<file path="src/sfm_pkg.sv">
package sfm_pkg;

    // Number of lighting-line channels watched by the block.
    localparam int unsigned NUM_CH = 8;

    // Report mode of a fault flag on the building bus.
    typedef enum logic [1:0] {
        SFM_REP_OFF,
        SFM_REP_READ,
        SFM_REP_CHANGE
    } sfm_rep_e;

    // Output reaction applied on failure or on recovery.
    typedef enum logic [2:0] {
        SFM_REACT_NONE,
        SFM_REACT_TURN_ON,
        SFM_REACT_MAX,
        SFM_REACT_MIN,
        SFM_REACT_OFF
    } sfm_react_e;

    // Brightness command issued to a channel.
    typedef struct packed {
        logic       valid;
        logic [7:0] level;
    } sfm_level_s;

    // Fault report telegram towards the building bus.
    typedef struct packed {
        logic       valid;
        logic [1:0] kind;
        logic [2:0] chan;
        logic       value;
    } sfm_report_s;

    // Report kinds.
    localparam logic [1:0] KIND_SUPPLY  = 2'h0;
    localparam logic [1:0] KIND_LINE    = 2'h1;
    localparam logic [1:0] KIND_BALLAST = 2'h2;
    localparam logic [1:0] KIND_LAMP    = 2'h3;

    // Reset values.
    localparam logic [7:0] LEVEL_RST = 8'h00;
    localparam logic       FLAG_RST  = 1'b0;

    // Synchroniser depth for pin inputs.
    localparam int unsigned SYNC_STAGES = 3;

endpackage : sfm_pkg

</file>
<file path="src/sfm_supply_fault_monitor.sv">
// Behaviour
// - Supply loss: operating and fault indicators off.
// - Supply absent: bus programming yes, line traffic no.
// - Supply absent: stop generating line voltage.
// - Supply flag reported on change or read.
// - Supply flag raised on AC or DC loss.
// - One acknowledge clears all fault flags.
// - Supply loss aborts test mode permanently.
// - Failure applies configured output reaction.
// - Supply loss freezes scene and dynamic sequences.
// - Supply return applies configured recovery reaction.
// - Bus failure cancels burn-in and elapsed time.
// - Line short treated like line voltage loss.
// - Open line means ballast error for silent units.
// - Acknowledged flags clear only after fault gone.
// - Unacknowledged flags send zero when fault clears.
`timescale 1ns/1ps
module sfm_supply_fault_monitor (
    input  wire logic                             clk,
    input  wire logic                             arst_n,
    input  wire logic                             supply_ok_pin,
    input  wire logic [sfm_pkg::NUM_CH-1:0]       line_short_pin,
    input  wire logic                             bus_ok_pin,
    input  wire logic [sfm_pkg::NUM_CH-1:0]       ballast_answer,
    input  wire logic [sfm_pkg::NUM_CH-1:0]       lamp_fault,
    input  wire logic [sfm_pkg::NUM_CH-1:0][7:0]  chan_level,
    input  wire logic [7:0]                       turn_on_level,
    input  wire logic [7:0]                       max_level,
    input  wire logic [7:0]                       min_level,
    input  wire sfm_pkg::sfm_react_e              fail_react,
    input  wire sfm_pkg::sfm_react_e              recover_react,
    input  wire sfm_pkg::sfm_rep_e                supply_rep_mode,
    input  wire sfm_pkg::sfm_rep_e                chan_rep_mode,
    input  wire logic                             ack_enable,
    input  wire logic                             ack_strobe,
    input  wire logic                             read_req,
    input  wire logic [1:0]                       read_kind,
    input  wire logic [2:0]                       read_chan,
    input  wire logic                             test_start,
    input  wire logic                             prog_write,
    input  wire logic                             burn_in_start,
    output logic                                  run_led,
    output logic                                  line_fault_led,
    output logic                                  line_power_en,
    output logic [sfm_pkg::NUM_CH-1:0]            line_comm_en,
    output logic                                  prog_accept,
    output logic                                  test_active,
    output logic                                  seq_freeze,
    output logic                                  burn_in_active,
    output logic                                  burn_in_clear,
    output logic                                  supply_fault_flag,
    output logic [sfm_pkg::NUM_CH-1:0]            line_fault_flag,
    output logic [sfm_pkg::NUM_CH-1:0]            ballast_fault_flag,
    output logic [sfm_pkg::NUM_CH-1:0]            lamp_fault_flag,
    output sfm_pkg::sfm_level_s [sfm_pkg::NUM_CH-1:0] chan_cmd,
    output sfm_pkg::sfm_report_s                  report
);

    localparam int unsigned NF = 1 + 3 * sfm_pkg::NUM_CH;

    // Pin synchronisers: a change is taken once stages two and three agree.
    logic [sfm_pkg::SYNC_STAGES-1:0] sup_sync_reg;
    logic [sfm_pkg::SYNC_STAGES-1:0] bus_sync_reg;
    logic [sfm_pkg::NUM_CH-1:0]      sh_s1_reg;
    logic [sfm_pkg::NUM_CH-1:0]      sh_s2_reg;
    logic [sfm_pkg::NUM_CH-1:0]      sh_s3_reg;
    logic                            supply_ok_reg;
    logic                            bus_ok_reg;
    logic [sfm_pkg::NUM_CH-1:0]      short_reg;

    always_ff @(posedge clk or negedge arst_n) begin
        if (!arst_n) begin
            sup_sync_reg <= '0;
            bus_sync_reg <= '0;
            sh_s1_reg    <= '0;
            sh_s2_reg    <= '0;
            sh_s3_reg    <= '0;
        end else begin
            sup_sync_reg <= {sup_sync_reg[1:0], supply_ok_pin};
            bus_sync_reg <= {bus_sync_reg[1:0], bus_ok_pin};
            sh_s1_reg    <= line_short_pin;
            sh_s2_reg    <= sh_s1_reg;
            sh_s3_reg    <= sh_s2_reg;
        end
    end

    // Filtered levels; each bit moves only when the last two stages agree.
    wire                       sup_agree = sup_sync_reg[2] == sup_sync_reg[1];
    wire                       bus_agree = bus_sync_reg[2] == bus_sync_reg[1];
    wire [sfm_pkg::NUM_CH-1:0] sh_agree  = ~(sh_s3_reg ^ sh_s2_reg);
    wire [sfm_pkg::NUM_CH-1:0] short_next =
        (sh_agree & sh_s3_reg) | (~sh_agree & short_reg);

    always_ff @(posedge clk or negedge arst_n) begin
        if (!arst_n) begin
            supply_ok_reg <= 1'b0;
            bus_ok_reg    <= 1'b0;
            short_reg     <= '0;
        end else begin
            supply_ok_reg <= sup_agree ? sup_sync_reg[2] : supply_ok_reg;
            bus_ok_reg    <= bus_agree ? bus_sync_reg[2] : bus_ok_reg;
            short_reg     <= short_next;
        end
    end

    // Edges of the filtered supply, bus and short levels.
    logic                       supply_d_reg;
    logic                       bus_d_reg;
    logic [sfm_pkg::NUM_CH-1:0] short_d_reg;
    logic [sfm_pkg::NUM_CH-1:0] missing_d_reg;
    wire supply_lost = supply_d_reg & ~supply_ok_reg;
    wire supply_back = ~supply_d_reg & supply_ok_reg;
    wire bus_lost    = bus_d_reg & ~bus_ok_reg;
    wire bus_back    = ~bus_d_reg & bus_ok_reg;

    // A channel's line is dead if the supply is gone or the line is shorted.
    wire [sfm_pkg::NUM_CH-1:0] line_dead = {sfm_pkg::NUM_CH{~supply_ok_reg}} | short_reg;
    wire [sfm_pkg::NUM_CH-1:0] line_dead_d = {sfm_pkg::NUM_CH{~supply_d_reg}} | short_d_reg;
    wire [sfm_pkg::NUM_CH-1:0] line_fail = line_dead & ~line_dead_d;
    wire [sfm_pkg::NUM_CH-1:0] line_back = ~line_dead & line_dead_d;
    // Silent units on a line live for two edges are ballast errors; an open line shows up
    // this way. The extra edge gives units on a freshly powered line time to answer.
    wire [sfm_pkg::NUM_CH-1:0] ballast_bad = ~line_dead & ~line_dead_d & ~ballast_answer;
    // Only a unit that was missing counts as returning, so line recovery keeps its reaction.
    wire [sfm_pkg::NUM_CH-1:0] ballast_ret = ballast_answer & missing_d_reg;

    always_ff @(posedge clk or negedge arst_n) begin
        if (!arst_n) begin
            supply_d_reg <= 1'b0;
            bus_d_reg    <= 1'b0;
            short_d_reg  <= '0;
            missing_d_reg <= '0;
        end else begin
            supply_d_reg <= supply_ok_reg;
            bus_d_reg    <= bus_ok_reg;
            short_d_reg  <= short_reg;
            missing_d_reg <= ballast_bad;
        end
    end

    // Indicators and line power follow the supply directly.
    assign run_led        = supply_ok_reg;
    assign line_fault_led = supply_ok_reg & (|short_reg);
    assign line_power_en  = supply_ok_reg;
    assign line_comm_en   = ~line_dead;
    assign prog_accept    = prog_write;

    // Fault conditions in one vector: bit 0 supply, then line, ballast, lamp.
    wire [NF-1:0] cond = {lamp_fault & ~line_dead, ballast_bad, line_dead,
                          ~supply_ok_reg};
    logic [NF-1:0] flag_reg;
    logic [NF-1:0] flag_next;
    logic [NF-1:0] sent_reg;

    // A set beats an acknowledge; latched flags need fault gone and ack.
    genvar gi;
    generate
        for (gi = 0; gi < NF; gi++) begin : g_flag
            wire clr_ok = ack_enable ? (ack_strobe & ~cond[gi])
                                     : ~cond[gi];
            assign flag_next[gi] = cond[gi] | (flag_reg[gi] & ~clr_ok);
        end
    endgenerate

    always_ff @(posedge clk or negedge arst_n) begin
        if (!arst_n) begin
            flag_reg <= {NF{sfm_pkg::FLAG_RST}};
        end else begin
            flag_reg <= flag_next;
        end
    end

    assign supply_fault_flag  = flag_reg[0];
    assign line_fault_flag    = flag_reg[sfm_pkg::NUM_CH:1];
    assign ballast_fault_flag = flag_reg[2*sfm_pkg::NUM_CH:sfm_pkg::NUM_CH+1];
    assign lamp_fault_flag    = flag_reg[NF-1:2*sfm_pkg::NUM_CH+1];

    // Spontaneous reporting: pending bits differ from the value last sent.
    // Reports wait for the building bus; changes while it is down are sent later.
    wire [NF-1:0] rep_en;
    assign rep_en[0]    = supply_rep_mode == sfm_pkg::SFM_REP_CHANGE;
    assign rep_en[NF-1:1] = {(NF-1){chan_rep_mode == sfm_pkg::SFM_REP_CHANGE}};
    wire [NF-1:0] pend = (flag_reg ^ sent_reg) & rep_en;
    logic [4:0] pick;
    always_comb begin
        pick = '0;
        for (int i = NF - 1; i >= 0; i--) begin
            if (pend[i]) begin
                pick = 5'(i);
            end
        end
    end
    wire chg_go  = bus_ok_reg & (|pend);
    wire [4:0] rd_idx = (read_kind == sfm_pkg::KIND_SUPPLY) ? 5'h00 :
                        5'(1 + int'(read_kind - 2'h1) * sfm_pkg::NUM_CH + int'(read_chan));
    wire rd_allowed = (read_kind == sfm_pkg::KIND_SUPPLY) ?
                      (supply_rep_mode != sfm_pkg::SFM_REP_OFF) :
                      (chan_rep_mode != sfm_pkg::SFM_REP_OFF);
    wire rd_go   = bus_ok_reg & read_req & rd_allowed & ~chg_go;
    wire [4:0] ridx = chg_go ? pick : rd_idx;
    wire [1:0] rkind = (ridx == 5'h00) ? sfm_pkg::KIND_SUPPLY :
                       2'((int'(ridx) - 1) / sfm_pkg::NUM_CH + 1);
    wire [2:0] rchan = (ridx == 5'h00) ? 3'h0 : 3'((int'(ridx) - 1) % sfm_pkg::NUM_CH);

    always_ff @(posedge clk or negedge arst_n) begin
        if (!arst_n) begin
            sent_reg <= '0;
            report   <= '0;
        end else begin
            if (chg_go) begin
                sent_reg[pick] <= flag_reg[pick];
            end
            report.valid <= chg_go | rd_go;
            report.kind  <= rkind;
            report.chan  <= rchan;
            report.value <= flag_reg[ridx];
        end
    end

    // Test mode is dropped on supply loss and never comes back alone.
    always_ff @(posedge clk or negedge arst_n) begin
        if (!arst_n) begin
            test_active <= 1'b0;
        end else if (!supply_ok_reg) begin
            test_active <= 1'b0;
        end else if (test_start) begin
            test_active <= 1'b1;
        end
    end

    // Sequences freeze on supply loss and resume on supply or bus return;
    // with no-change selected a bus failure leaves them running.
    always_ff @(posedge clk or negedge arst_n) begin
        if (!arst_n) begin
            seq_freeze <= 1'b0;
        end else if (supply_lost) begin
            seq_freeze <= 1'b1;
        end else if (bus_lost && fail_react != sfm_pkg::SFM_REACT_NONE) begin
            seq_freeze <= 1'b1;
        end else if (supply_back || bus_back) begin
            seq_freeze <= 1'b0;
        end
    end

    // Burn-in is cancelled by a bus failure; elapsed time is discarded.
    assign burn_in_clear = bus_lost | supply_lost;
    always_ff @(posedge clk or negedge arst_n) begin
        if (!arst_n) begin
            burn_in_active <= 1'b0;
        end else if (burn_in_clear) begin
            burn_in_active <= 1'b0;
        end else if (burn_in_start && bus_ok_reg) begin
            burn_in_active <= 1'b1;
        end
    end

    // Maps a reaction choice onto a level; none means no command.
    function automatic sfm_pkg::sfm_level_s react_level(input sfm_pkg::sfm_react_e r);
        sfm_pkg::sfm_level_s v;
        v.valid = 1'b1;
        v.level = sfm_pkg::LEVEL_RST;
        unique case (r)
            sfm_pkg::SFM_REACT_NONE:    v.valid = 1'b0;
            sfm_pkg::SFM_REACT_TURN_ON: v.level = turn_on_level;
            sfm_pkg::SFM_REACT_MAX:     v.level = max_level;
            sfm_pkg::SFM_REACT_MIN:     v.level = min_level;
            sfm_pkg::SFM_REACT_OFF:     v.level = sfm_pkg::LEVEL_RST;
            default:                    v.valid = 1'b0;
        endcase
        return v;
    endfunction : react_level

    // Per-channel output commands, one-cycle pulses from flip-flops.
    wire sfm_pkg::sfm_level_s fail_cmd = react_level(fail_react);
    wire sfm_pkg::sfm_level_s back_cmd = react_level(recover_react);
    generate
        for (gi = 0; gi < sfm_pkg::NUM_CH; gi++) begin : g_cmd
            always_ff @(posedge clk or negedge arst_n) begin
                if (!arst_n) begin
                    chan_cmd[gi] <= '0;
                end else if (line_fail[gi] || bus_lost) begin
                    chan_cmd[gi] <= fail_cmd;
                end else if (line_back[gi] || bus_back) begin
                    chan_cmd[gi] <= back_cmd;
                end else if (ballast_ret[gi]) begin
                    chan_cmd[gi] <= '{valid: 1'b1, level: chan_level[gi]};
                end else begin
                    chan_cmd[gi] <= '0;
                end
            end
        end
    endgenerate

endmodule : sfm_supply_fault_monitor

</file>
<file path="config.mk">
export PLATFORM = sky130hd
export DESIGN_NAME = sfm_supply_fault_monitor
export DESIGN_NICKNAME = d
export VERILOG_FILES = /design/src/sfm_pkg.sv /design/src/sfm_supply_fault_monitor.sv
export SDC_FILE = /design/constraint.sdc
export NUM_CORES = 1
export LEC_CHECK = 0
export ABC_AREA = 1
export BUFFER_PORTS_ARGS = -buffer_cell sky130_fd_sc_hd__clkbuf_2
export CORE_MARGIN = 8
export CORE_UTILIZATION = 48
export DETAILED_ROUTE_END_ITERATION = 16
export PLACE_DENSITY = 0.82
export RECOVER_POWER = 50
export SLEW_MARGIN = 20
export SYNTH_ARGS = -nofsm -noshare
export SYNTH_HDL_FRONTEND = slang
export SYNTH_SLANG_ARGS = --single-unit
</file>
<file path="constraint.sdc">
create_clock -name clk -period 2.8 [get_ports clk]
set_clock_uncertainty 0.2 [all_clocks]
set_input_delay 0.42 -clock clk [delete_from_list [all_inputs] [get_ports clk]]
set_output_delay 0.42 -clock clk [all_outputs]
set_load 0.01 [all_outputs]
</file>
-- Word level (Yosys, flattened, before mapping)
Cells that the tools add are included.
- register bits after elaboration: 190
- bits of input ports: 137
- word-level logic and storage cells: 345
- $add $sub $neg: 5
- magnitude comparators: 3
- equal/unequal tests: 13
- multiplexer cells: 97
- bitwise operators: 159
- reduce and logical (&&, ||, !) cells: 31
- operators with widths (kind ; number):
    $mux W9 ; 24
    $mux W5 ; 27
    $and A8 B8 Y8 ; 8
    $and A1 B1 Y1 ; 59
    $not A1 Y1 ; 54
    $pmux W8 S3 ; 2
    $not A8 Y8 ; 5
    $mux W1 ; 38
    $or A1 B1 Y1 ; 27
    $and A25 B25 Y25 ; 1
    $bwmux W25 ; 1
    $reduce_or A25 Y1 ; 1
    $xor A25 B25 Y25 ; 1
    $or A8 B8 Y8 ; 3
    $logic_or A1 B1 Y1 ; 17
    $eq A3 B2 Y1 const B ; 4
    $lt A5 B6 Y1 const B ; 2
    $bmux W1 S5 ; 2
    $reduce_or A4 Y1 ; 2
    $reduce_or A8 Y1 ; 1
    $xor A8 B8 Y8 ; 1
    $eq A3 B1 Y1 const B ; 2
    $eq A3 B3 Y1 const B ; 2
    $reduce_bool A2 Y1 ; 3
    other kinds (16) ; 21

-- Depth between registers and ports, before layout
Gate-level depths: netlist (run 1).
- depth after elaboration: 32
- depth in mapped cells: 37
- mapped depth without buffers: 35

-- Least setup slack after synthesis (run 1)
Ideal clock, no wire load.
- kind: in2reg
- start point: in chan_rep_mode[0]
- end point: reg report[3] (netlist name)
- setup time: 0.078 ns
- data arrival time: 2.921 ns
- setup slack: -0.399 ns
- stages: 21
- buffers on the path: 4
- path through: inv_1 nand2_2 buf_6 buf_6 a21oi_1 o21ai_2 nand2_1 nor2_1 nand2_1 nor2_2 a21oi_2 nor2_1 inv_2 or2_1 clkbuf_2 nand2_2 buf_4 inv_1 ha_1 or2_2 a21oi_1
- longest elaborated chain between the ends: 30
- ends and longest elaborated chain (item ; RTL line ; RTL):
    from (decl) ; sfm_supply_fault_monitor.sv:33 ; input wire sfm_pkg::sfm_rep_e chan_rep_mode,
    $eq A2 B2 Y1 (*) ; sfm_supply_fault_monitor.sv:182 ; assign rep_en[NF-1:1] = {(NF-1){chan_rep_mode == sfm_pkg::SFM_REP_CHANGE}};
    $and A25 B25 Y25 (*) ; sfm_supply_fault_monitor.sv:183 ; wire [NF-1:0] pend = (flag_reg ^ sent_reg) & rep_en;
    $mux W5 (25 in series) ; sfm_supply_fault_monitor.sv:188 ; if (pend[i]) begin
    $mux W5 (*) ; sfm_supply_fault_monitor.sv:200 ; wire [4:0] ridx = chg_go ? pick : rd_idx;
    branches (longest 1 deep; another with $sub A5 B1 Y5) ; n/a ;
    $mux W3 (*) ; sfm_supply_fault_monitor.sv:203 ; wire [2:0] rchan = (ridx == 5'h00) ? 3'h0 : 3'((int'(ridx) - 1) % sfm_pkg::NUM_CH);
    via rchan[2] ; sfm_supply_fault_monitor.sv:203 ;
    to (decl) ; sfm_supply_fault_monitor.sv:56 ; output sfm_pkg::sfm_report_s report
Mark *: on every way through the listed nets, which the timed path passes.
A chain may end at the register's enable or synchronous reset.

-- Final worst setup path (run 1)
- start point: reg flag_reg[23]
- end point: reg sent_reg[17]
- longest elaborated chain between the ends: 31
- ends and longest elaborated chain (item ; RTL line ; RTL):
    from (decl) ; sfm_supply_fault_monitor.sv:151 ; logic [NF-1:0] flag_reg;
    from (signal assigned) ; sfm_supply_fault_monitor.sv:167 ; flag_reg <= {NF{sfm_pkg::FLAG_RST}};
    from (signal assigned) ; sfm_supply_fault_monitor.sv:169 ; flag_reg <= flag_next;
    $xor A25 B25 Y25 ; sfm_supply_fault_monitor.sv:183 ;
    $and A25 B25 Y25 ; sfm_supply_fault_monitor.sv:183 ;
    $mux W5 (24 in series) ; sfm_supply_fault_monitor.sv:188 ;
    $lt A5 B6 Y1 (implied by the code) or $ge A5 B1 Y1 (tied branches) ; sfm_supply_fault_monitor.sv:211 ; sent_reg[pick] <= flag_reg[pick];
    $logic_and A1 B1 Y1 (implied by the code) ; sfm_supply_fault_monitor.sv:211 ;
    $mux W1 (implied by the code) ; sfm_supply_fault_monitor.sv:211 ;
    $demux W1 S5 ; sfm_supply_fault_monitor.sv:211 ;
    $bwmux W25 ; sfm_supply_fault_monitor.sv:211 ;
    to (signal, indexed assignment) ; sfm_supply_fault_monitor.sv:211 ;
    to (decl) ; sfm_supply_fault_monitor.sv:153 ; logic [NF-1:0] sent_reg;
Parallel ways exist; a longest one is shown, timed or not. The select of a mux whose other input is x is not followed.

==> load_flow_metrics.sql, run 1 <==
INSERT INTO impl_metrics (metric_group, metric, value, unit) VALUES
('min_path', 'holdPathStages', '3', ''),
('min_path', 'worstHoldPathType', 'input port to register', ''),
('yosys', 'synth_seq_area_share', '0.510', ''),
('route', 'drt-wirelength-per-cell', '19.4', 'um'),
('finish', 'diodes', '0', ''),
('clock_network', 'cts_made_buffers', '17', ''),
('route', 'vias', '10400', ''),
('finish', 'most_frequent_standard_cell_in_the_layout_excluding_fill_and_tap_cells', 'sky130_fd_sc_hd__nand2_1', ''),
('grt', 'grt_overflow_total', '0', ''),
('timing', 'worst_hold_slack', '0.00724', 'ns'),
('timing', 'timing.final.max_slew_violations', '74', ''),
('yosys', 'synth-edff-count', '0', ''),
('grt', 'grt_max_degree', '74', ''),
('clock_network', 'cts_max_path_buffers', '2', ''),
('placement', 'gp_congestion', '0.957', ''),
('clock_network', 'clk-insertion-delay-late', '0.44', 'ns'),
('clock_network', 'cts_tree', 'done', ''),
('run_status', 'status', 'finished, violations left', ''),
('placement', 'dp_hpwl', '27200', 'um'),
('timing', 'fmaxAchievable', '308', 'MHz'),
('grt', 'use_met3', '0.0677', ''),
('finish', 'finish.net_count', '1733', ''),
('die', 'start_util', '0.484', ''),
('yosys', 'ys_types', '43', ''),
('grt', 'grt_first_pass_wirelength', '55000', 'um'),
('grt', 'grt.total_usage', '0.293', ''),
('clock_network', 'clock-sinks', '190', ''),
('timing', 'min_period', '3.24', 'ns'),
('power', 'power_density', '763', 'nW/um^2'),
('die', 'core-area', '19300', 'sq um'),
('power', 'total_leakage_power', '0.00654', 'uW'),
('run_status', 'failed_checks', 'capacitance limit, slew limit, setup timing', ''),
('setup_path', 'crit_slowest_cell', 'sky130_fd_sc_hd__dfrtp_1', ''),
('finish', 'nFillCells', '1552', ''),
('setup_path', 'critPathMostFrequentCell', 'sky130_fd_sc_hd__nand2_1', ''),
('grt', 'layer_carrying_the_most_global_route_usage', 'met2', ''),
('setup_path', 'worst-setup-path-type', 'register to register', ''),
('setup_path', 'worstPathMaxFanout', '8', ''),
('timing', 'timing.final.crit_share', '1.16', ''),
('power', 'ir_drop', '450', 'uV'),
('yosys', 'synth_area_per_cell', '7.88', 'sq um'),
('grt', 'via_count_of_the_first_global_routing_pass', '10200', ''),
('timing', 'final.setup.worst_slack', '-0.443', 'ns'),
('setup_path', 'regToRegSetupSlack', '-0.44', 'ns'),
('finish', 'largest_register_ffs', '72', ''),
('yosys', 'ys.flop_type', 'sky130_fd_sc_hd__dfrtp_1', ''),
('clock_network', 'htree_num_levels', '4', ''),
('setup_path', 'required', '2.93', 'ns'),
('yosys', 'syn_nets', '1323', ''),
('finish', 'finalCoreUtilization', '0.674', ''),
('setup_path', 'cp.arrival', '3.37', 'ns'),
('route', 'drt-total-wl', '36200', 'um'),
('yosys', 'synth_top_cells_by_area', 'sky130_fd_sc_hd__dfrtp_1, sky130_fd_sc_hd__nand2_1, sky130_fd_sc_hd__nor2_1, sky130_fd_sc_hd__a31oi_1, sky130_fd_sc_hd__inv_1', ''),
('setup_path', 'critPathMaxStageDelay', '0.46', 'ns'),
('die', 'num_io_pins', '257', ''),
('job', 'max-cap-violations', '1', ''),
('timing', 'hold_viol', '0', ''),
('min_path', 'hold_crit_start', 'chan_level[7]', ''),
('clock_network', 'clkSlewWorstSetupHoldPaths', '0.08', 'ns'),
('timing', 'timing.final.setup_violations', '31', ''),
('clock_network', 'clk_root_buffer_cell', 'sky130_fd_sc_hd__clkbuf_16', ''),
('timing', 'max_slew.worst_pin.slew', '1.89', 'ns'),
('placement', 'dpl.cell_count', '1808', ''),
('die', 'die_height', '155', 'um'),
('finish', 'layout-area-overhead-vs-synth', '39.2', '%'),
('grt', 'number_of_antenna_violations_at_the_first_check_in_global_routing', '0', ''),
('setup_path', 'worstSetupEndpointType', 'register', ''),
('finish', 'final-instance-count-excl-fill', '1870', ''),
('yosys', 'synthCells', '1183', ''),
('route', 'drt-initial-drc-count', '1426', ''),
('yosys', 'yosys.area.top_type_share', '0.510', '');
-- through the flow --
step	TNS, ns	area [sq um]	worst slack, ns
final	-12.60	13000	-0.443
after global routing	-21.22	13000	-0.710
after CTS	-11.43	12900	-0.413
after detailed placement	-17.69	11900	-0.609
after global placement	-17.04	11900	-0.564
after floorplan	-4.17	9420	-0.204
-- Yosys cell counts, types with 8 or more instances --
cell and instances:
sky130_fd_sc_hd__nand2_1 353, sky130_fd_sc_hd__dfrtp_1 190, sky130_fd_sc_hd__nor2_1 159, sky130_fd_sc_hd__inv_1 102
sky130_fd_sc_hd__a31oi_1 66, sky130_fd_sc_hd__nand3_1 64, sky130_fd_sc_hd__o21ai_0 51, sky130_fd_sc_hd__a21oi_1 43
sky130_fd_sc_hd__nor3_1 26, sky130_fd_sc_hd__clkbuf_1 15, sky130_fd_sc_hd__inv_2 12, sky130_fd_sc_hd__maj3_1 10
sky130_fd_sc_hd__o21ai_2 8
-- cells by family (layout without fill, tap and decap cells) --
| group | count (synthesis) | count (layout) | synth area share |
|---|---|---|---|
| simple gates | 634 | 634 | 0.280 |
| compound gates | 202 | 202 | 0.130 |
| flops | 190 | 190 | 0.510 |
| buf+inv | 139 | 561 | 0.0606 |
| fa+ha+maj | 13 | 13 | 0.0148 |
| xor+xnor | 5 | 5 | 0.00470 |
-- timing repair --
action / in CTS / in global routing
resized for setup: 23 / 35
pin swaps: 14 / 17
cloned: 0 / 1
hold endpoints to repair: 89 / 0
setup endpoints to repair: 31 / 31
buffers inserted: 6 / 3
hold buffers: 21 / 0
-- critical path: cells and delay by family (launching register included) --
kind	cells	cell delay, ns
AO/OA/AOI/OAI	1	0.11
flip-flops	1	0.46
buffers and inverters	1	0.18
AND/OR/NAND/NOR	33	2.19
-- metal layers --
| layer | wire length [um] | share of wire |
|---|---|---|
| met5 | 0 | 0 |
| met4 | 1450 | 0.040 |
| met3 | 4130 | 0.11 |
| met2 | 16600 | 0.46 |
| met1 | 14000 | 0.39 |
-- power breakdown --
group          leakage [uW]  switching, uW  internal, uW
combinational       0.00389           2370          1650
sequential          0.00237            280          3200
clock              0.000275           1150          1260
-- layout make-up --
class	count	area (sq um)	share of cell area
multi-input cells	854	4280	0.330
clock buffers	17	425	0.0328
flip-flops and latches	190	4760	0.366
inverters	115	447	0.0344
clock inverters	14	151	0.0117
well taps	265	332	0.0255
repair buffers	415	2590	0.200
-- how the worst max path moves through the flow --
stage                startpoint      endpoint  slack (ns)
2_1_floorplan  chan_rep_mode[0]     report[3]       -0.20
3_3_place_gp   chan_rep_mode[0]     report[5]       -0.56
3_5_place_dp   chan_rep_mode[0]     report[5]       -0.61
4_1_cts            flag_reg[23]  sent_reg[19]       -0.41
5_1_grt            flag_reg[21]   sent_reg[2]       -0.71
6_report           flag_reg[23]  sent_reg[17]       -0.44
(Power assumes the default switching activity.)
==> run 2: changes to the inputs <==
--- a/config.mk
+++ b/config.mk
@@ -9,5 +9,5 @@
 export BUFFER_PORTS_ARGS = -buffer_cell sky130_fd_sc_hd__clkbuf_2
 export CORE_MARGIN = 8
-export CORE_UTILIZATION = 48
+export CORE_UTILIZATION = 50
 export DETAILED_ROUTE_END_ITERATION = 16
 export PLACE_DENSITY = 0.82
==> constraint.sdc (replaced) <==
create_clock -name clk -period 4.1 [get_ports clk]
set_clock_uncertainty 0.2 [all_clocks]
set_input_delay 1.025 -clock clk [delete_from_list [all_inputs] [get_ports clk]]
set_output_delay 1.025 -clock clk [all_outputs]
set_load 0.01 [all_outputs]
==> run 2 against run 1 <==
The flow finishes with violations (capacitance limit, slew limit). Setup slack gained 0.82 ns. Global-route usage shrank 1.2 points. Final area decreased by 8.7%. Hold slack improved by 0.14 ns. Non-clock buffer count fell by 106. Sequential cell count is the same. Combinational power is 41% lower. Clock-buffer cell count grew 2. Critical path type is now input port to register. Largest power group is now registers.
==> load_flow_metrics.sql, run 2 (synthesized netlist as in run 1, its figures left out) <==
INSERT INTO impl_metrics (metric_group, metric, value, unit) VALUES
('run_status', 'status', 'finished, violations left', ''),
('run_status', 'failed_checks', 'capacitance limit, slew limit', ''),
('min_path', 'worstHoldEndpoint', 'sh_s2_reg[2]', ''),
('timing', 'grt_setup_unrepaired', 'false', ''),
('die', 'die_width', '153', 'um'),
('grt', 'via_count_of_the_first_global_routing_pass', '9487', ''),
('timing', 'timing.final.setup_violations', '0', ''),
('grt', 'number_of_antenna_violations_at_the_first_check_in_global_routing', '2', ''),
('clock_network', 'cts_made_buffers', '17', ''),
('timing', 'hold_viol', '0', ''),
('route', 'drt-wirelength-per-cell', '19.4', 'um'),
('placement', 'place_area', '11200', 'sq um'),
('power', 'total_leakage_power', '0.00603', 'uW'),
('min_path', 'hold_crit_start', 'sh_s1_reg[2]', ''),
('die', 'die_height', '153', 'um'),
('setup_path', 'required', '4.23', 'ns'),
('grt', 'grt.total_usage', '0.281', ''),
('route', 'detail-route-antenna-nets', '0', ''),
('timing', 'fmaxAchievable', '269', 'MHz'),
('clock_network', 'cts_max_path_buffers', '2', ''),
('route', 'drt-total-wl', '33700', 'um'),
('die', 'floorplan.rows', '50', ''),
('die', 'start_util', '0.504', ''),
('grt', 'grt_max_degree', '97', ''),
('setup_path', 'worstSetupEndpointType', 'register', ''),
('setup_path', 'critPathMaxStageDelay', '0.16', 'ns'),
('setup_path', 'ff2ff_path_depth', '35', ''),
('finish', 'layout-area-overhead-vs-synth', '27.0', '%'),
('finish', 'final_area', '11800', 'sq um'),
('clock_network', 'clock-sinks', '190', ''),
('power', 'power_switching_share', '0.394', ''),
('route', 'vias', '9749', ''),
('placement', 'placement.io_buffers', '254', ''),
('grt', 'grt_overflow_total', '0', ''),
('die', 'core-area', '18500', 'sq um'),
('clock_network', 'cts_tree', 'done', ''),
('setup_path', 'r2r_end', 'sent_reg[1]', ''),
('finish', 'layout_common_cells', 'sky130_fd_sc_hd__nand2_1, sky130_fd_sc_hd__clkbuf_2, sky130_fd_sc_hd__dfrtp_1, sky130_fd_sc_hd__nor2_1, sky130_fd_sc_hd__inv_1', ''),
('power', 'share_comb_of_total_power', '0.372', ''),
('clock_network', 'clk-insertion-delay-late', '0.44', 'ns'),
('placement', 'gp_congestion', '0.965', ''),
('power', 'power_density', '542', 'nW/um^2'),
('min_path', 'holdPathStages', '0', ''),
('finish', 'finish.net_count', '1630', ''),
('setup_path', 'top_delay_family_on_crit_path', 'simple AND/OR/NAND/NOR gates', ''),
('route', 'detail_route.vias_per_cell', '5.61', ''),
('setup_path', 'worst_reg2reg_startpoint', 'flag_reg[22]', ''),
('route', 'drt-initial-drc-count', '1236', ''),
('grt', 'grt_first_pass_wirelength', '51500', 'um'),
('setup_path', 'critical_path.n_buffers_inverters', '3', ''),
('timing', 'timing.final.crit_share', '0.908', ''),
('timing', 'min_period', '3.72', 'ns'),
('finish', 'combined_flip_flop_and_latch_cell_area', '4750', 'sq um'),
('clock_network', 'post_cts_hold_buffer_count', '0', ''),
('route', 'drc', '0', ''),
('power', 'share_seq_of_total_power', '0.372', ''),
('power', 'clock_power_share', '0.256', ''),
('finish', 'nFillCells', '1600', ''),
('setup_path', 'crit_slowest_cell', 'sky130_fd_sc_hd__nor2_4', ''),
('finish', 'most_frequent_standard_cell_in_the_layout_excluding_fill_and_tap_cells', 'sky130_fd_sc_hd__nand2_1', ''),
('placement', 'dp_hpwl', '25400', 'um'),
('route', 'drt_pre_antenna_iters', '6', ''),
('clock_network', 'clkSlewWorstSetupHoldPaths', '0.07', 'ns'),
('clock_network', 'clk_root_buffer_cell', 'sky130_fd_sc_hd__clkbuf_16', ''),
('setup_path', 'worst-setup-path-type', 'input port to register', ''),
('timing', 'timing.final.max_slew_violations', '96', ''),
('min_path', 'worstHoldPathType', 'register to register', ''),
('die', 'num_io_pins', '257', ''),
('setup_path', 'crit_path_start_kind', 'input port', ''),
('job', 'max-cap-violations', '1', ''),
('timing', 'max_slew.worst_pin.slew', '2.45', 'ns'),
('finish', 'largest_register_ffs', '72', ''),
('power', 'cell_internal_pwr', '3890', 'uW'),
('finish', 'multi_input_area', '4060', 'sq um'),
('clock_network', 'htree_num_levels', '4', ''),
('setup_path', 'regToRegSetupSlack', '0.66', 'ns'),
('power', 'finalPower', '6420', 'uW'),
('setup_path', 'worstPathMaxFanout', '10', ''),
('finish', 'layout-drive-gt1-share', '0.258', ''),
('power', 'power_switching', '2530', 'uW'),
('die', 'dieArea', '23300', 'sq um'),
('timing', 'remaining_max_slew_budget_at_the_tightest_pin', '-0.637', ''),
('setup_path', 'cp.arrival', '3.85', 'ns'),
('setup_path', 'critPathMostFrequentCell', 'sky130_fd_sc_hd__nand2_1', ''),
('power', 'ir_drop', '392', 'uV');
-- run 2: cell types whose count changed in the layout (fill, tap and decap cells not counted), moves of 16 or more --
cell                            change
sky130_fd_sc_hd__clkbuf_1          -16
sky130_fd_sc_hd__buf_4             -69
sky130_fd_sc_hd__dlygate4sd3_1     -21
sky130_fd_sc_hd__nand2_2           -16
sky130_fd_sc_hd__nand3_1           +17
sky130_fd_sc_hd__nand2_1           +19
-- run 2: timing repair --
| item | CTS | global route |
|---|---|---|
| hold endpoints to repair | 0 | 0 |
| setup endpoints to repair | 0 | 27 |
| gates resized for setup | 0 | 5 |
| setup buffers | 0 | 4 |
-- run 2: routing by layer --
| layer | global-route usage | part of all wire | routed length (um) |
|---|---|---|---|
| met1 | 0.350 | 0.39 | 13200 |
| met2 | 0.438 | 0.45 | 15200 |
| met3 | 0.0735 | 0.11 | 3550 |
| met4 | 0.161 | 0.051 | 1740 |
| met5 | 0 | 0 | 0 |
-- run 2: worst max-delay path by stage --
stage                      from            to  slack, ns  cells past startpoint
2_1_floorplan  chan_rep_mode[0]     report[3]       0.30                     21
3_3_place_gp   chan_rep_mode[0]  sent_reg[16]       0.06                     25
3_5_place_dp   chan_rep_mode[0]  sent_reg[12]      -0.03                     35
4_1_cts        chan_rep_mode[0]  sent_reg[12]       0.40                     35
5_1_grt        chan_rep_mode[0]   sent_reg[0]       0.02                     36
6_report       chan_rep_mode[0]   sent_reg[1]       0.38                     36
-- run 2: worst register-to-register path, delay by kind of cell, from the launching register on --
kind | cells | cell delay, ns
buf+inv | 2 | 0.27
simple gates | 32 | 2.21
compound gates | 1 | 0.22
flops | 1 | 0.45
-- run 2: final cells by class --
cell class / count / share of cell area
clock buffer: 19 / 0.0374
antenna: 2 / 0.000422
sequential: 190 / 0.401
clock inverter: 13 / 0.0117
multi-input combinational: 857 / 0.343
timing repair buffer: 309 / 0.145
inverter: 115 / 0.0364
tap: 234 / 0.0247
-- run 2: per-stage QoR --
step	utilization	std cells	setup slack [ns]	hold slack, ns	setup TNS, ns
after CTS	0.635	1730	0.402	0.152	0
after global routing	0.640	1739	0.0192	0.158	0
final	0.640	1739	0.377	0.150	0
after floorplan	-	1183	0.296	0.131	0
after detailed placement	0.603	1698	-0.0350	0.135	-0.443
after global placement	0.603	1698	0.0590	0.132	0
-- run 2: power by group through the flow --
stage | Combinational (uW) | Clock, uW | Sequential (uW)
after global placement | 2080 | 0 | 2410
final | 2390 | 1640 | 2390
after CTS | 2130 | 1650 | 2380
after detailed placement | 2120 | 0 | 2420
after global routing | 2610 | 1740 | 2410
after floorplan | 1190 | 0 | 2460
==> run 3: changes to the inputs <==
- ABC_AREA: 1 -> 0
==> run 3 against run 2 <==
Wire length decreased by 3.1%. Cell count decreased by 16%. Largest cell class unchanged. Final area decreased by 1.0%. Largest power group unchanged. Sequential cell count unchanged. Via count decreased by 10%. The run still ends with capacitance limit, slew limit left.
==> load_flow_metrics.sql, run 3 <==
INSERT INTO impl_metrics (metric_group, metric, value, unit) VALUES
('setup_path', 'cp.arrival', '3.91', 'ns'),
('route', 'total_routed_wire_length_on_the_met1_layer', '12900', 'um'),
('yosys', 'synth_commonest_cells', 'sky130_fd_sc_hd__dfrtp_1, sky130_fd_sc_hd__nor2_1, sky130_fd_sc_hd__a21oi_1', ''),
('finish', 'finalCoreUtilization', '0.651', ''),
('timing', 'grt_setup_unrepaired', 'false', ''),
('clock_network', 'clk_root_buffer_cell', 'sky130_fd_sc_hd__clkbuf_16', ''),
('clock_network', 'htree_num_levels', '4', ''),
('timing', 'min_period', '3.76', 'ns'),
('setup_path', 'crit_path_start_kind', 'input port', ''),
('die', 'die_width', '152', 'um'),
('route', 'vias', '8774', ''),
('route', 'drt-wirelength-per-cell', '22.4', 'um'),
('yosys', 'async_reset_ff_frac', '1.00', ''),
('setup_path', 'path_cells', 'clkbuf_2, nand2b_1, a21oi_1, or3_2, o31ai_4, mux2i_1, a21oi_1, a221oi_1, o21ai_0, a32oi_1', ''),
('clock_network', 'ctsResizeCount', '0', ''),
('die', 'floorplan.rows', '49', ''),
('yosys', 'synth_seq_area_share', '0.516', ''),
('die', 'die_height', '152', 'um'),
('route', 'detail_route.vias_per_cell', '6.01', ''),
('route', 'drt_pre_antenna_iters', '6', ''),
('finish', 'layout-drive-gt1-share', '0.323', ''),
('job', 'max-cap-violations', '2', ''),
('placement', 'placement.io_buffers', '254', ''),
('finish', 'layout_common_cells', 'sky130_fd_sc_hd__clkbuf_2, sky130_fd_sc_hd__dfrtp_1, sky130_fd_sc_hd__nor2_1, sky130_fd_sc_hd__a21oi_1, sky130_fd_sc_hd__nand2_1', ''),
('clock_network', 'post_cts.repair.setup_buffers', '0', ''),
('route', 'drt-total-wl', '32700', 'um'),
('route', 'drc', '0', ''),
('grt', 'grt_first_pass_wirelength', '49400', 'um'),
('yosys', 'synthesis.area', '9220', 'sq um'),
('run_status', 'status', 'finished, violations left', ''),
('timing', 'remaining_max_slew_budget_at_the_tightest_pin', '-0.454', ''),
('run_status', 'failed_checks', 'capacitance limit, slew limit', ''),
('grt', 'via_count_of_the_first_global_routing_pass', '8864', ''),
('route', 'top_layer_used', 'met5', ''),
('grt', 'number_of_antenna_violations_at_the_first_check_in_global_routing', '3', ''),
('clock_network', 'cts_tree', 'done', ''),
('yosys', 'synth_area_per_cell', '10.1', 'sq um'),
('route', 'detailroute.wirelength.met2', '15100', 'um'),
('setup_path', 'worst-setup-path-type', 'input port to register', ''),
('clock_network', 'cts_max_path_buffers', '2', ''),
('finish', 'layout-area-overhead-vs-synth', '27.3', '%'),
('clock_network', 'clkSlewWorstSetupHoldPaths', '0.07', 'ns'),
('timing', 'timing.final.max_slew_violations', '112', ''),
('route', 'drt-initial-drc-count', '919', ''),
('yosys', 'synth_top_cells_by_area', 'sky130_fd_sc_hd__dfrtp_1, sky130_fd_sc_hd__a22oi_1, sky130_fd_sc_hd__a21oi_1, sky130_fd_sc_hd__nor2_1, sky130_fd_sc_hd__mux2_2', ''),
('power', 'ir_drop', '397', 'uV'),
('power', 'total_leakage_power', '0.00581', 'uW'),
('finish', 'nFillCells', '1444', ''),
('yosys', 'ys.flop_type', 'sky130_fd_sc_hd__dfrtp_1', ''),
('setup_path', 'top_delay_family_on_crit_path', 'compound AO/OA/AOI/OAI gates', ''),
('die', 'dieArea', '23000', 'sq um'),
('timing', 'max_slew.worst_pin.slew', '2.18', 'ns'),
('die', 'num_io_pins', '257', ''),
('finish', 'largest_register_ffs', '72', ''),
('yosys', 'synthCells', '914', ''),
('placement', 'gp_congestion', '0.931', ''),
('timing', 'hold_viol', '0', ''),
('setup_path', 'critPathMostFrequentCell', 'sky130_fd_sc_hd__a21oi_1', ''),
('yosys', 'ys_types', '67', ''),
('clock_network', 'clk-insertion-delay-late', '0.44', 'ns'),
('clock_network', 'clock-sinks', '190', ''),
('finish', 'combined_flip_flop_and_latch_cell_area', '4750', 'sq um'),
('setup_path', 'crit_slowest_cell', 'sky130_fd_sc_hd__or3_2', ''),
('setup_path', 'critical_path.n_buffers_inverters', '1', ''),
('yosys', 'synth-edff-count', '0', ''),
('setup_path', 'worstPathMaxFanout', '10', ''),
('timing', 'timing.setup.tns', '0', 'ns'),
('yosys', 'syn_nets', '1054', ''),
('clock_network', 'cts_made_buffers', '17', ''),
('route', 'met3_length', '3180', 'um'),
('timing', 'timing.final.setup_violations', '0', ''),
('power', 'finalPower', '6060', 'uW'),
('setup_path', 'critPathMaxStageDelay', '0.56', 'ns'),
('min_path', 'worstHoldPathType', 'register to register', ''),
('setup_path', 'required', '4.25', 'ns'),
('die', 'core-area', '18000', 'sq um'),
('grt', 'grt.total_usage', '0.282', ''),
('clock_network', 'post_cts_hold_buffer_count', '0', ''),
('yosys', 'synth_most_common_cell', 'sky130_fd_sc_hd__dfrtp_1', ''),
('setup_path', 'worstSetupEndpointType', 'register', ''),
('yosys', 'yosys.area.top_type_share', '0.516', ''),
('yosys', 'yosys_register_bits', '190', ''),
('finish', 'most_frequent_standard_cell_in_the_layout_excluding_fill_and_tap_cells', 'sky130_fd_sc_hd__clkbuf_2', ''),
('yosys', 'cell_type_with_the_highest_aggregate_area_in_the_netlist', 'sky130_fd_sc_hd__dfrtp_1', ''),
('finish', 'diodes', '0', ''),
('timing', 'fmaxAchievable', '266', 'MHz'),
('power', 'power_density', '517', 'nW/um^2'),
('grt', 'grt_max_degree', '87', ''),
('finish', 'multi_input_area', '4220', 'sq um'),
('route', 'detail-route-antenna-nets', '0', ''),
('finish', 'finish.net_count', '1358', ''),
('yosys', 'yosys_warnings', '0', ''),
('placement', 'dp_hpwl', '24700', 'um'),
('grt', 'grt_overflow_total', '0', ''),
('timing', 'worst_hold_slack', '0.151', 'ns'),
('die', 'start_util', '0.511', ''),
('timing', 'timing.final.crit_share', '0.916', '');
## run 3: changes by cell type after synthesis, moves of 25 or more
cell,delta
sky130_fd_sc_hd__nor2_1,-29
sky130_fd_sc_hd__a22oi_1,+78
sky130_fd_sc_hd__a21oi_1,+65
sky130_fd_sc_hd__nand2_1,-270
sky130_fd_sc_hd__inv_1,-79
sky130_fd_sc_hd__mux2i_1,+31
sky130_fd_sc_hd__o21ai_0,-39
sky130_fd_sc_hd__xnor2_1,+25
sky130_fd_sc_hd__a31oi_1,-62
sky130_fd_sc_hd__mux2_2,+30
sky130_fd_sc_hd__nand3_1,-57
## run 3: path summary, 6_finish.rpt
| path | slack [ns] | start | endpoint | depth (start not counted) |
|---|---|---|---|---|
| setup / recovery | 0.34 | chan_rep_mode[0] | report[0] | 10 |
| max in group asynchronous | 0.95 | arst_n | flag_reg[22] | 2 |
| hold reg to reg | 0.15 | sh_s1_reg[2] | sh_s2_reg[2] | 0 |
| setup reg to reg | 0.43 | flag_reg[13] | report[0] | 9 |
| min in group asynchronous | 1.04 | arst_n | sh_s1_reg[5] | 1 |
| hold / removal | 0.15 | sh_s1_reg[2] | sh_s2_reg[2] | 0 |
## run 3: logic make-up after synthesis
group                      count (synthesis)  share of synthesized area
AOI/OAI and AO/OA                        272                      0.196
muxes                                     63                     0.0736
buffers and inverters                     57                     0.0265
adders and majority gates                 13                     0.0149
DFF                                      190                      0.516
xor gates and xnor gates                  41                     0.0398
and+or+nand+nor                          278                      0.133
## run 3: power by group
part	switching, uW	internal (uW)
registers	214	2160
logic	1160	805
clock network	785	940
total	2160	3900
## run 3: worst reg2reg max path, stage by stage, from the launching register on
cell	delay, ns
sky130_fd_sc_hd__dfrtp_1	0.48
sky130_fd_sc_hd__xnor2_1	0.40
sky130_fd_sc_hd__a41oi_1	0.22
sky130_fd_sc_hd__or3_2	0.53
sky130_fd_sc_hd__o31ai_4	0.41
sky130_fd_sc_hd__mux2i_1	0.56
sky130_fd_sc_hd__a21oi_1	0.10
sky130_fd_sc_hd__a221oi_1	0.36
sky130_fd_sc_hd__o21ai_0	0.13
sky130_fd_sc_hd__a32oi_1	0.20
## run 3: routing by layer
metal,vias up,GRT usage
met4,6,0.127
li1,3881,-
met2,560,0.427
met3,125,0.0734
met1,4202,0.375
met5,-,0
## run 3: area by class of cell
cell class	count	share of cell area
clock buffers	18	0.0374
clock inverters	13	0.0145
inverters	24	0.00811
multi-input cells	667	0.360
flip-flops and latches	190	0.405
well taps	229	0.0244
repair buffers	318	0.150
## run 3: metrics by stage
step                      worst slack [ns]  instances  area (sq um)
after floorplan                      0.322        914          9220
after CTS                            0.434       1459         11700
after global placement              0.0891       1428         11100
after detailed placement           -0.0126       1428         11100
final                                0.345       1459         11700
after global routing                 0.218       1459         11700
